===== src/tbpc_pkg.sv =====
// package: shared constants and types for the transient burst panel control
package tbpc_pkg;

    // ------------------------------------------------------------------
    // clock and timing
    // ------------------------------------------------------------------
    localparam int unsigned CLK_HZ = 100_000_000;
    localparam int unsigned CLK_PER_US = CLK_HZ / 1_000_000;
    localparam int unsigned SAFETY_TIME_MIN = 15;
    localparam longint unsigned SAFETY_CYCLES = 64'(SAFETY_TIME_MIN) * 60 * CLK_HZ;
    localparam int unsigned BURST_LONG_MS = 15;
    localparam int unsigned BURST_SHORT_MS = 1;
    localparam int unsigned BURST_PERIOD_MS = 300;
    localparam int unsigned BURST_LONG_CYCLES = BURST_LONG_MS * 1000 * CLK_PER_US;
    localparam int unsigned BURST_SHORT_CYCLES = BURST_SHORT_MS * 1000 * CLK_PER_US;
    localparam int unsigned BURST_PERIOD_CYCLES = BURST_PERIOD_MS * 1000 * CLK_PER_US;
    // pulse spacing in ns for each rate
    localparam int unsigned SPACING_2K5_NS = 400_000;
    localparam int unsigned SPACING_5K_NS = 200_000;
    localparam int unsigned SPACING_10K_NS = 100_000;
    localparam int unsigned SPACING_100K_NS = 10_000;
    localparam int unsigned CLK_PERIOD_NS = 1_000_000_000 / CLK_HZ;
    localparam int unsigned SPACING_2K5_CYCLES = SPACING_2K5_NS / CLK_PERIOD_NS;
    localparam int unsigned SPACING_5K_CYCLES = SPACING_5K_NS / CLK_PERIOD_NS;
    localparam int unsigned SPACING_10K_CYCLES = SPACING_10K_NS / CLK_PERIOD_NS;
    localparam int unsigned SPACING_100K_CYCLES = SPACING_100K_NS / CLK_PERIOD_NS;

    // ------------------------------------------------------------------
    // register map (offsets chosen for this block)
    // ------------------------------------------------------------------
    localparam logic [11:0] CTRL_OFF = 12'h000;
    localparam logic [11:0] STATUS_OFF = 12'h004;
    // ctrl write bits: one-shot button presses
    localparam int CTRL_RUN_BIT = 0;
    localparam int CTRL_STOP_BIT = 1;
    localparam int CTRL_POL_BIT = 2;
    localparam int CTRL_BYP_BIT = 3;
    localparam int CTRL_RESET_BIT = 4;
    localparam int CTRL_LINE_BIT = 8;
    localparam int CTRL_NEUT_BIT = 9;
    localparam int CTRL_EARTH_BIT = 10;
    localparam int CTRL_CABLE_BIT = 11;
    localparam int CTRL_RATE_LSB = 12; // 4 bits, one per rate
    // status read bits
    localparam int ST_RUN_BIT = 0;
    localparam int ST_STOP_BIT = 1;
    localparam int ST_POS_BIT = 2;
    localparam int ST_NEG_BIT = 3;
    localparam int ST_BYP_BIT = 4;
    localparam int ST_LINE_BIT = 8;
    localparam int ST_NEUT_BIT = 9;
    localparam int ST_EARTH_BIT = 10;
    localparam int ST_CABLE_BIT = 11;
    localparam int ST_RATE_LSB = 12;
    localparam int ST_BURST_BIT = 16;

    // ------------------------------------------------------------------
    // rates and reset values
    // ------------------------------------------------------------------
    typedef enum logic [1:0] {RATE_2K5, RATE_5K, RATE_10K, RATE_100K} tbpc_rate_t;
    localparam tbpc_rate_t RATE_RESET = RATE_2K5;
    localparam logic POL_NEG_RESET = 1'b0;
    localparam logic BYP_RESET = 1'b0;
    localparam logic [3:0] LEADS_RESET = 4'h0;

endpackage : tbpc_pkg


===== src/tbpc_button_sync.sv =====
// two-flop synchroniser and rising-edge press detector for panel buttons
`timescale 1ns/1ps
module tbpc_button_sync #(
    parameter int WIDTH = 9
) (
    input wire logic pclk,
    input wire logic presetn,
    input wire logic [WIDTH-1:0] btn_in,
    output logic [WIDTH-1:0] press
);
    logic [WIDTH-1:0] meta_reg;
    logic [WIDTH-1:0] sync_reg;
    logic [WIDTH-1:0] last_reg;

    // ----------------------------------------------------------------
    // synchroniser and edge detect
    // ----------------------------------------------------------------
    always_ff @(posedge pclk or negedge presetn) begin
        if (!presetn) begin
            meta_reg <= '0;
            sync_reg <= '0;
            last_reg <= '0;
        end else begin
            meta_reg <= btn_in;
            sync_reg <= meta_reg;
            last_reg <= sync_reg;
        end
    end

    assign press = sync_reg & ~last_reg; // one pulse per press
endmodule : tbpc_button_sync


===== src/tbpc_burst_gen.sv =====
// burst timing: pulse spacing, burst width and burst period counters
`timescale 1ns/1ps
module tbpc_burst_gen
    import tbpc_pkg::*;
(
    input wire logic pclk,
    input wire logic presetn,
    input wire logic running,
    input wire tbpc_rate_t rate,
    output logic trigger,
    output logic in_burst
);
    logic [31:0] period_reg, period_next;
    logic [31:0] space_reg, space_next;
    logic active_reg, active_next;
    logic trig_reg, trig_next;
    logic [31:0] width_c;
    logic [31:0] spacing_c;

    // ----------------------------------------------------------------
    // per-rate burst width and pulse spacing
    // ----------------------------------------------------------------
    always_comb begin
        case (rate)
            RATE_2K5: begin
                width_c = BURST_LONG_CYCLES;
                spacing_c = SPACING_2K5_CYCLES;
            end
            RATE_5K: begin
                width_c = BURST_LONG_CYCLES;
                spacing_c = SPACING_5K_CYCLES;
            end
            RATE_10K: begin
                width_c = BURST_SHORT_CYCLES;
                spacing_c = SPACING_10K_CYCLES;
            end
            default: begin
                width_c = BURST_SHORT_CYCLES;
                spacing_c = SPACING_100K_CYCLES;
            end
        endcase
    end

    // ----------------------------------------------------------------
    // counters: period restarts every 300 ms, pulse on spacing wrap
    // ----------------------------------------------------------------
    always_comb begin
        period_next = period_reg;
        space_next = space_reg;
        active_next = active_reg;
        trig_next = 1'b0;
        if (!running) begin
            period_next = '0;
            space_next = '0;
            active_next = 1'b0;
        end else if (!active_reg && period_reg == 32'h0) begin
            active_next = 1'b1;
            trig_next = 1'b1; // first pulse opens the burst
            space_next = '0;
            period_next = 32'h1;
        end else begin
            if (period_reg == BURST_PERIOD_CYCLES - 1) begin
                period_next = '0;
                active_next = 1'b0;
            end else begin
                period_next = period_reg + 32'h1;
            end
            if (active_reg && period_reg >= width_c) begin
                active_next = 1'b0; // width reached
            end
            if (active_reg && period_reg < width_c) begin
                if (space_reg >= spacing_c - 1) begin
                    space_next = '0;
                    trig_next = 1'b1;
                end else begin
                    space_next = space_reg + 32'h1;
                end
            end
        end
    end

    always_ff @(posedge pclk or negedge presetn) begin
        if (!presetn) begin
            period_reg <= '0;
            space_reg <= '0;
            active_reg <= 1'b0;
            trig_reg <= 1'b0;
        end else begin
            period_reg <= period_next;
            space_reg <= space_next;
            active_reg <= active_next;
            trig_reg <= trig_next;
        end
    end

    assign trigger = trig_reg;
    assign in_burst = active_reg;
endmodule : tbpc_burst_gen


===== src/tbpc_panel_ctrl.sv =====
// top level: panel buttons, apb register access, run state and relays
`timescale 1ns/1ps
module tbpc_panel_ctrl
    import tbpc_pkg::*;
#(
    parameter longint unsigned SAFETY_LIMIT = SAFETY_CYCLES
) (
    input wire logic pclk,
    input wire logic presetn,
    // apb slave
    input wire logic psel,
    input wire logic penable,
    input wire logic pwrite,
    input wire logic [11:0] paddr,
    input wire logic [31:0] pwdata,
    output logic [31:0] prdata,
    output logic pready,
    output logic pslverr,
    // panel pushbuttons, active high while held
    input wire logic run_btn,
    input wire logic stop_btn,
    input wire logic polarity_btn,
    input wire logic bypass_btn,
    input wire logic reset_btn,
    input wire logic line_btn,
    input wire logic neutral_btn,
    input wire logic earth_btn,
    input wire logic cable_btn,
    input wire logic [3:0] rate_btn,
    // lamps
    output logic run_lamp,
    output logic stop_lamp,
    output logic pos_lamp,
    output logic neg_lamp,
    output logic bypass_lamp,
    output logic [3:0] rate_lamp,
    // relay matrix and trigger
    output logic line_relay,
    output logic neutral_relay,
    output logic earth_lead_select,
    output logic cable_port_select,
    output logic polarity_neg,
    output logic pulse_trigger,
    output logic burst_active
);
    localparam int NBTN = 13;

    logic [NBTN-1:0] btn_press;
    logic [NBTN-1:0] sw_press;
    logic [NBTN-1:0] ev;
    logic run_reg, run_next;
    logic neg_reg, neg_next;
    logic byp_reg, byp_next;
    tbpc_rate_t rate_reg, rate_next;
    logic [3:0] lead_reg, lead_next; // line, neutral, earth, cable
    logic [63:0] timer_reg, timer_next;
    logic [31:0] rdata_reg, rdata_next;
    logic apb_wr;
    logic apb_rd;
    logic addr_ok;
    logic trig_w;
    logic burst_w;

    // one-hot lamp pattern for a rate
    function automatic logic [3:0] rate_onehot(input tbpc_rate_t r);
        rate_onehot = 4'h1 << r;
    endfunction : rate_onehot

    // ----------------------------------------------------------------
    // panel button conditioning
    // ----------------------------------------------------------------
    // panel levels are asynchronous; two flops keep metastability out
    tbpc_button_sync #(
        .WIDTH(NBTN)
    ) u_sync (
        .pclk(pclk),
        .presetn(presetn),
        .btn_in({rate_btn, cable_btn, earth_btn, neutral_btn, line_btn,
                 reset_btn, bypass_btn, polarity_btn, stop_btn, run_btn}),
        .press(btn_press)
    );

    // ----------------------------------------------------------------
    // apb slave: zero wait states, error on unmapped address
    // ----------------------------------------------------------------
    // every access ends in one cycle, so pready is tied high
    assign addr_ok = (paddr == CTRL_OFF) || (paddr == STATUS_OFF);
    assign apb_wr = psel && penable && pwrite && (paddr == CTRL_OFF);
    assign apb_rd = psel && !penable && !pwrite;
    assign pready = 1'b1;
    assign pslverr = psel && penable && !addr_ok;

    // software presses mapped onto the same event bits as buttons
    always_comb begin
        sw_press = '0;
        if (apb_wr) begin
            sw_press = {pwdata[CTRL_RATE_LSB +: 4], pwdata[CTRL_CABLE_BIT],
                        pwdata[CTRL_EARTH_BIT], pwdata[CTRL_NEUT_BIT],
                        pwdata[CTRL_LINE_BIT], pwdata[CTRL_RESET_BIT],
                        pwdata[CTRL_BYP_BIT], pwdata[CTRL_POL_BIT],
                        pwdata[CTRL_STOP_BIT], pwdata[CTRL_RUN_BIT]};
        end
    end
    // panel and software press in one cycle count once
    assign ev = btn_press | sw_press;

    // read data captured in setup phase, status from live state
    always_comb begin
        rdata_next = rdata_reg;
        if (apb_rd) begin
            rdata_next = '0;
            if (paddr == STATUS_OFF) begin
                rdata_next[ST_RUN_BIT] = run_reg;
                rdata_next[ST_STOP_BIT] = !run_reg;
                rdata_next[ST_POS_BIT] = !neg_reg;
                rdata_next[ST_NEG_BIT] = neg_reg;
                rdata_next[ST_BYP_BIT] = byp_reg;
                rdata_next[ST_LINE_BIT] = lead_reg[0];
                rdata_next[ST_NEUT_BIT] = lead_reg[1];
                rdata_next[ST_EARTH_BIT] = lead_reg[2];
                rdata_next[ST_CABLE_BIT] = lead_reg[3];
                rdata_next[ST_RATE_LSB +: 4] = rate_onehot(rate_reg);
                rdata_next[ST_BURST_BIT] = burst_w;
            end
        end
    end

    // ----------------------------------------------------------------
    // run state and safety timer
    // ----------------------------------------------------------------
    // reset beats all; stop beats run if both arrive together
    always_comb begin
        run_next = run_reg;
        timer_next = timer_reg;
        if (ev[4]) begin
            run_next = 1'b0;
            timer_next = '0;
        end else if (ev[1]) begin
            run_next = 1'b0;
        end else if (ev[0] && !run_reg) begin
            run_next = 1'b1;
            timer_next = '0;
        end else if (run_reg && !byp_reg) begin
            if (timer_reg >= SAFETY_LIMIT - 1) begin
                run_next = 1'b0;
            end else begin
                timer_next = timer_reg + 64'h1;
            end
        end
    end

    // run registers; a held timer resumes when bypass goes off
    always_ff @(posedge pclk or negedge presetn) begin
        if (!presetn) begin
            run_reg <= 1'b0;
            timer_reg <= '0;
        end else begin
            run_reg <= run_next;
            timer_reg <= timer_next;
        end
    end

    // ----------------------------------------------------------------
    // panel settings: polarity, bypass and rate
    // ----------------------------------------------------------------
    always_comb begin
        neg_next = neg_reg;
        byp_next = byp_reg;
        rate_next = rate_reg;
        if (ev[4]) begin
            neg_next = POL_NEG_RESET;
            byp_next = BYP_RESET;
            rate_next = RATE_RESET;
        end else begin
            if (ev[2]) begin
                neg_next = !neg_reg;
            end
            if (ev[3]) begin
                byp_next = !byp_reg;
            end
            // lowest-numbered rate button wins a tie
            if (ev[9]) begin
                rate_next = RATE_2K5;
            end else if (ev[10]) begin
                rate_next = RATE_5K;
            end else if (ev[11]) begin
                rate_next = RATE_10K;
            end else if (ev[12]) begin
                rate_next = RATE_100K;
            end
        end
    end

    // settings registers; power-up equals the reset defaults
    always_ff @(posedge pclk or negedge presetn) begin
        if (!presetn) begin
            neg_reg <= POL_NEG_RESET;
            byp_reg <= BYP_RESET;
            rate_reg <= RATE_RESET;
        end else begin
            neg_reg <= neg_next;
            byp_reg <= byp_next;
            rate_reg <= rate_next;
        end
    end

    // ----------------------------------------------------------------
    // coupling relays: leads toggle independently, cable excludes them
    // ----------------------------------------------------------------
    // a lead press beats a cable press in the same cycle
    always_comb begin
        lead_next = lead_reg;
        if (ev[4]) begin
            lead_next = LEADS_RESET;
        end else if (ev[5] || ev[6] || ev[7]) begin
            lead_next[0] = lead_reg[0] ^ ev[5];
            lead_next[1] = lead_reg[1] ^ ev[6];
            lead_next[2] = lead_reg[2] ^ ev[7];
            if (lead_next[2:0] != 3'h0) begin
                lead_next[3] = 1'b0;
            end
        end else if (ev[8]) begin
            lead_next[3] = !lead_reg[3];
            if (!lead_reg[3]) begin
                lead_next[2:0] = 3'h0;
            end
        end
    end

    // coupling registers; all relays open at power-up
    always_ff @(posedge pclk or negedge presetn) begin
        if (!presetn) begin
            lead_reg <= LEADS_RESET;
        end else begin
            lead_reg <= lead_next;
        end
    end

    // read data register; holds until the next read setup
    always_ff @(posedge pclk or negedge presetn) begin
        if (!presetn) begin
            rdata_reg <= '0;
        end else begin
            rdata_reg <= rdata_next;
        end
    end

    // ----------------------------------------------------------------
    // burst timing
    // ----------------------------------------------------------------
    // a new burst opens with a pulse whenever running starts
    tbpc_burst_gen u_burst (
        .pclk(pclk),
        .presetn(presetn),
        .running(run_reg),
        .rate(rate_reg),
        .trigger(trig_w),
        .in_burst(burst_w)
    );

    // ----------------------------------------------------------------
    // outputs
    // ----------------------------------------------------------------
    // lamps and relays follow the state registers directly
    assign prdata = rdata_reg;
    assign run_lamp = run_reg;
    assign stop_lamp = !run_reg;
    assign pos_lamp = !neg_reg;
    assign neg_lamp = neg_reg;
    assign bypass_lamp = byp_reg;
    assign rate_lamp = rate_onehot(rate_reg);
    assign line_relay = lead_reg[0];
    assign neutral_relay = lead_reg[1];
    assign earth_lead_select = lead_reg[2];
    assign cable_port_select = lead_reg[3];
    assign polarity_neg = neg_reg;
    assign pulse_trigger = trig_w;
    assign burst_active = burst_w;
endmodule : tbpc_panel_ctrl


===== config.mk =====
export PLATFORM = sky130hd
export DESIGN_NAME = tbpc_panel_ctrl
export DESIGN_NICKNAME = d
export VERILOG_FILES = /design/src/tbpc_pkg.sv /design/src/tbpc_button_sync.sv /design/src/tbpc_burst_gen.sv /design/src/tbpc_panel_ctrl.sv
export SDC_FILE = /design/constraint.sdc
export NUM_CORES = 1
export LEC_CHECK = 0
export ABC_AREA = 0
export BUFFER_PORTS_ARGS = -buffer_cell sky130_fd_sc_hd__buf_2
export CORE_ASPECT_RATIO = 0.75
export CORE_UTILIZATION = 45
export CTS_CLUSTER_SIZE = 30
export DETAILED_ROUTE_END_ITERATION = 16
export PLACE_DENSITY = 0.62
export SKIP_LAST_GASP = 1
export SYNTH_ARGS = -nofsm -noshare
export SYNTH_HDL_FRONTEND = slang
export SYNTH_SLANG_ARGS = --single-unit

===== constraint.sdc =====
create_clock -name pclk -period 3.4 [get_ports pclk]
set_input_delay 0.34 -clock pclk [delete_from_list [all_inputs] [get_ports pclk]]
set_output_delay 0.34 -clock pclk [all_outputs]
set_load 0.01 [all_outputs]

### Word level (Yosys, flattened, before mapping)

Cells that the tools add are included.

| word-level totals | value |
|---|---|
| register bits | 192 |
| latch bits | 0 |
| RAM bits | 0 |
| ROM bits | 0 |
| logic and storage cells | 122 |
| memories kept | 0 |

| operators by class | value |
|---|---|
| add/subtract/negate cells | 4 |
| multiply operators | 0 |
| divide/modulo/power cells | 0 |
| magnitude comparators | 4 |
| eq/ne operators | 10 |
| shifts and indexed selects | 1 |
| muxes and demuxes | 44 |
| bitwise logic cells | 6 |
| reduce and logical (&&, ||, !) cells | 38 |

Operator list:

| kind | count |
|---|---|
| $mux W64 | 5 |
| $mux W32 | 7 |
| $add A32 B1 Y32 const B | 2 |
| $add A64 B1 Y64 const B | 1 |
| $ge A64 B37 Y1 const B | 1 |
| $pmux W16 S3 | 1 |
| $eq A32 B25 Y1 const B | 1 |
| $ge A32 B21 Y1 | 1 |
| $ge A32 B32 Y1 | 1 |
| $logic_not A32 Y1 | 1 |
| $lt A32 B21 Y1 | 1 |
| $mux W21 | 1 |
| $mux W1 | 18 |
| $sub A16 B1 Y17 const B | 1 |
| $and A13 B13 Y13 | 1 |
| $mux W13 | 1 |
| $not A13 Y13 | 1 |
| $or A13 B13 Y13 | 1 |
| $eq A12 B3 Y1 const B | 1 |
| $logic_not A12 Y1 | 1 |
| $mux W4 | 3 |
| $logic_and A1 B1 Y1 | 11 |
| $mux W2 | 5 |
| $mux W9 | 1 |
| 21 further kinds | 39 |

### Logic depth before layout (Yosys ltp)

| logic depth | value |
|---|---|
| depth after elaboration | 10 |
| gate-level depth with buffers | 12 |
| mapped depth without buffers | 10 |

### By module

A second synthesis with hierarchy kept.

| unflattened totals | value |
|---|---|
| cell total of the unflattened synthesis | 1000 |
| area, all modules | 10009.6 um^2 |

Modules (own cells, without submodules):

| module | times used | cells an instance | area each (um^2) |
|---|---|---|---|
| tbpc_panel_ctrl | 1 | 473 | 4473.0 |
| tbpc_burst_gen | 1 | 475 | 4381.7 |
| tbpc_button_sync | 1 | 52 | 1154.9 |

### Worst setup path after synthesis

No wires, ideal clock.

| timing path | value |
|---|---|
| path type | register -> register |
| from | reg rate_reg[1] |
| to | reg u_burst.space_reg[10] |
| arrival | 3.126 ns |
| data required time | 3.318 ns |
| path slack | 0.192 ns |
| cell stages (with the launch flop) | 12 |
| buffers on the path | 1 |
| cells stage by stage | dfrtp_1 -> inv_1 -> ha_1 -> inv_1 -> ha_1 -> a211oi_1 -> nand3_1 -> a211o_1 -> nor2_1 -> clkbuf_1 -> or4b_2 -> a31oi_1 |

| between the ends | value |
|---|---|
| longest elaborated chain between the ends | 8 |
| elaborated cells between the ends (all ways) | 15 |
| those cells by class | add/sub (1); order compare (2); eq/ne (3); mux (6); reduce/logical (3) |

RTL lines:

| what | line | text |
|---|---|---|
| start, declared | tbpc_panel_ctrl.sv:54 | `tbpc_rate_t rate_reg, rate_next;` |
| start signal, assigned | tbpc_panel_ctrl.sv:203 | `rate_reg <= rate_next;` |
| $eq A2 B2 Y1, or another cell as far along | tbpc_burst_gen.sv:24 | `case (rate)` |
| $pmux W16 S3 | tbpc_burst_gen.sv:24 |  |
| $sub A16 B1 Y17 | tbpc_burst_gen.sv:72 | `if (space_reg >= spacing_c - 1) begin` |
| $ge A32 B32 Y1 | tbpc_burst_gen.sv:72 |  |
| $mux W32 | tbpc_burst_gen.sv:72 |  |
| $mux W32 | tbpc_burst_gen.sv:71 | `if (active_reg && period_reg < width_c) begin` |
| $mux W32 | tbpc_burst_gen.sv:56 | `end else if (!active_reg && period_reg == 32'h0) begin` |
| $mux W32 | tbpc_burst_gen.sv:52 | `if (!running) begin` |
| end signal, assigned | tbpc_burst_gen.sv:90 | `space_reg <= space_next;` |
| end, declared | tbpc_burst_gen.sv:14 | `logic [31:0] space_reg, space_next;` |

Several ways; a longest one is shown, not always the timed one. The select of a mux whose other input is x is not followed.
A chain may end at the register's enable or synchronous reset.

### Worst setup path after layout

| timing path | value |
|---|---|
| from | reg rate_reg[1] |
| to | reg u_burst.space_reg[9] |

The elaborated chain is that of the path after synthesis.

==> reports/qor.csv <==
stage,metric,value,unit
setup_path,startpoint types,flop,
final_layout,Layout Utilization,53.3,%
power,Max IR drop VDD,0.380,mV
timing,Final Max Slew Viols,0,
clock_network,H-tree depth,4,
timing,fin crit period,3100,ps
clock_network,Max Root-Sink Buffers,2,
clock_network,CTS tree,yes,
floorplan,die width,171,µm
setup_path,WP data required,3760,ps
timing,final setup fails,0,
worst_hold_path,hold path depth,1,
timing,RSZ-0062 raised after global routing,false,
final_layout,max reg flops,64,
timing,Worst Clk Skew,10.2,ps
power,Tot Pwr,0.00490,W
power,P_leak,5.18,nW
run,max-cap violation count,0,
grt,largest net degree at the start of global routing,74,
timing,setup_tns,0,ps
floorplan,num ports,112,
worst_hold_path,Worst Hold Launch,line_btn,
setup_path,Critical R2R Capture,u_burst.space_reg[9],
drt,DR pass1 iterations,6,
floorplan,Vert. Die Dim,129,µm
timing,Worst Tran Pin Value,966,ps
clock_network,post_cts resized,0,
setup_path,CP Max Fanout,8,
setup_path,critical path arrival,3450,ps
grt,grt ovf,0,
logic_synthesis,Synth warnings,0,
logic_synthesis,Synth top area share,50.0,%
clock_network,CTS root buf,clkbuf_16,
final_layout,Multi-input gate area,0.00444,mm²
logic_synthesis,most frequent cell after synthesis,dfrtp_1,
floorplan,core footprint,0.0206,mm²
outcome,run status,"finished, final reports clean",
setup_path,Setup crit end,u_burst.space_reg[9],
grt,vias in the first global route,6707,
logic_synthesis,"Cell Area, Synth",0.00961,mm²
floorplan,die area,0.0219,mm²
clock_network,CTS Sinks,192,
placement,RePlAce Congestion,0.873,
timing,final hold vios,0,
setup_path,CP Class,reg -> reg,
clock_network,CTS buffer count,17,
placement,Area after DPL,0.0103,mm²
floorplan,number of core rows,45,
clock_network,clock slew at reported path FFs,70,ps
timing,Slew HR,35.5,%
drt,drt total wl,21800,µm
setup_path,R2R depth,11,
logic_synthesis,synth top area cells,"dfrtp_1 50%, ha_1 4.3%, and3_1 3.8%, nor2_1 3.0%, nand3_1 2.8%",
setup_path,FF-to-FF Start,rate_reg[1],
logic_synthesis,ys async rst share,100,%
clock_network,setup bufs post-CTS,0,
drt,# DRC,0,
logic_synthesis,Post-synth top flop,dfrtp_1,
power,PD cells,447,mW/mm²
final_layout,nets,1139,
grt,GRT Util Overall,20.9,%
final_layout,area grow syn2layout,14.1,%
logic_synthesis,Post-Synthesis Cells,961,
logic_synthesis,"Seq/Total Area, Yosys",50.0,%
final_layout,design area,0.0110,mm²
drt,Antenna Violating Nets Remaining,0,
setup_path,Critical Path Start,rate_reg[1],
logic_synthesis,commonest cells in the netlist,"192 x dfrtp_1, 76 x nor2_1, 69 x nand2_1, 59 x and3_1, 53 x nand3_1",
clock_network,worst skew pair latency,440,ps
grt,initial antenna violation count,1,
final_layout,register area,0.00480,mm²
final_layout,fillcell total,1871,
setup_path,crit end category,flop,
grt,global-route wire length before repair,35700,µm
timing,fin crit share,91.0,%
logic_synthesis,count of cell types in the netlist,63,
drt,drt initial violations,681,
floorplan,initial core utilization,46.7,%
timing,max frequency,323,MHz
placement,number of port buffers,73,
drt,DR vias,7378,
drt,vias per cell,5.51,
worst_hold_path,Hold WC Path Type,in -> reg,
logic_synthesis,synthesized flop and latch total,192,
logic_synthesis,"EDFF count, synth",0,
timing,Hold WS,13.7,ps
logic_synthesis,Syn Area/Cell,10.0,µm²
drt,WL/cell,16.3,µm
logic_synthesis,Yosys top cell by area,dfrtp_1,
final_layout,share of post-route cells with drive strength above 1,14.3,%
setup_path,reg2reg setup slack,300,ps
placement,DPL Wire Length,15300,µm
## placed cells by master (no fill, tap or decap), types with 10 or more instances in the layout
cell       count
xor2_1        21
dfrtp_1      192
o21ai_0       31
a211oi_1      10
nor3_1        38
nor4_1        22
buf_2         72
clkbuf_16     17
a221o_1       14
xnor2_1       14
ha_1          33
and3_1        59
o21a_1        14
a21oi_1       33
a211o_1       19
inv_1         28
nand4_1       29
nand3_1       53
nand2_1       69
buf_4         21
nor2b_1       20
nor2_1        76
a21o_1        14
conb_1        19
and2_1        10
## through the flow
stage	instances	setup slack, ps
floorplan	978	192
global placement	1298	362
detailed placement	1298	315
CTS	1339	287
global route	1340	116
finish	1340	305
## area by class of cell
| type | instances | area share [%] |
|---|---|---|
| flip-flops and latches | 192 | 43.8 |
| repair buffers | 104 | 5.86 |
| clock inverters | 14 | 1.66 |
| clock buffers | 18 | 3.92 |
| inverters | 28 | 0.959 |
| well taps | 282 | 3.22 |
| diodes | 1 | 0.0228 |
| multi-input cells | 701 | 40.5 |
## kinds of logic (layout without fill, tap and decap cells)
family,count (synthesis),count (layout),share of synthesized area [%]
XOR/XNOR,35,35,3.19
buffers and inverters,85,164,4.44
adder cells (fa/ha/maj),33,33,4.30
other,2,20,0.0782
AND/OR/NAND/NOR,435,435,24.5
flip-flops,192,192,50.0
AO/OA/AOI/OAI,179,179,13.4
## power breakdown
group	switching [W]	total [W]	leakage (nW)	internal (W)
Clock	0.000904	0.00208	0.289	0.00117
Combinational	0.000308	0.000462	2.31	0.000154
Sequential	0.0000372	0.00237	2.58	0.00233
## critical path: stages (launching register included)
cell and delay [ps]:
dfrtp_1 380, inv_1 220, ha_1 250, inv_1 100, ha_1 350, a211oi_1 250, nand3_1 100, a211o_1 270
nor2_1 140, buf_4 170, or4b_2 590, a31oi_1 190
## per-layer routing
metal	part of all wire (%)	GRT usage [%]
met1	54	33.0
met2	40	28.8
met3	5.2	4.28
met4	1.1	5.03
met5	0	0
## worst min path at each step
stage                                endpoint
after global placement    u_sync.sync_reg[12]
after floorplan                   bypass_lamp
after detailed placement  u_sync.sync_reg[11]
after global routing       u_sync.meta_reg[6]
after CTS                  u_sync.meta_reg[6]
final                      u_sync.meta_reg[5]
## what timing repair did
| action | in CTS | in global routing |
|---|---|---|
| endpoints found under the hold margin | 77 | 0 |
| endpoints found under the setup margin | 0 | 0 |
| hold buffers | 9 | 0 |
Note: power is estimated with default switching activity, not from simulation.
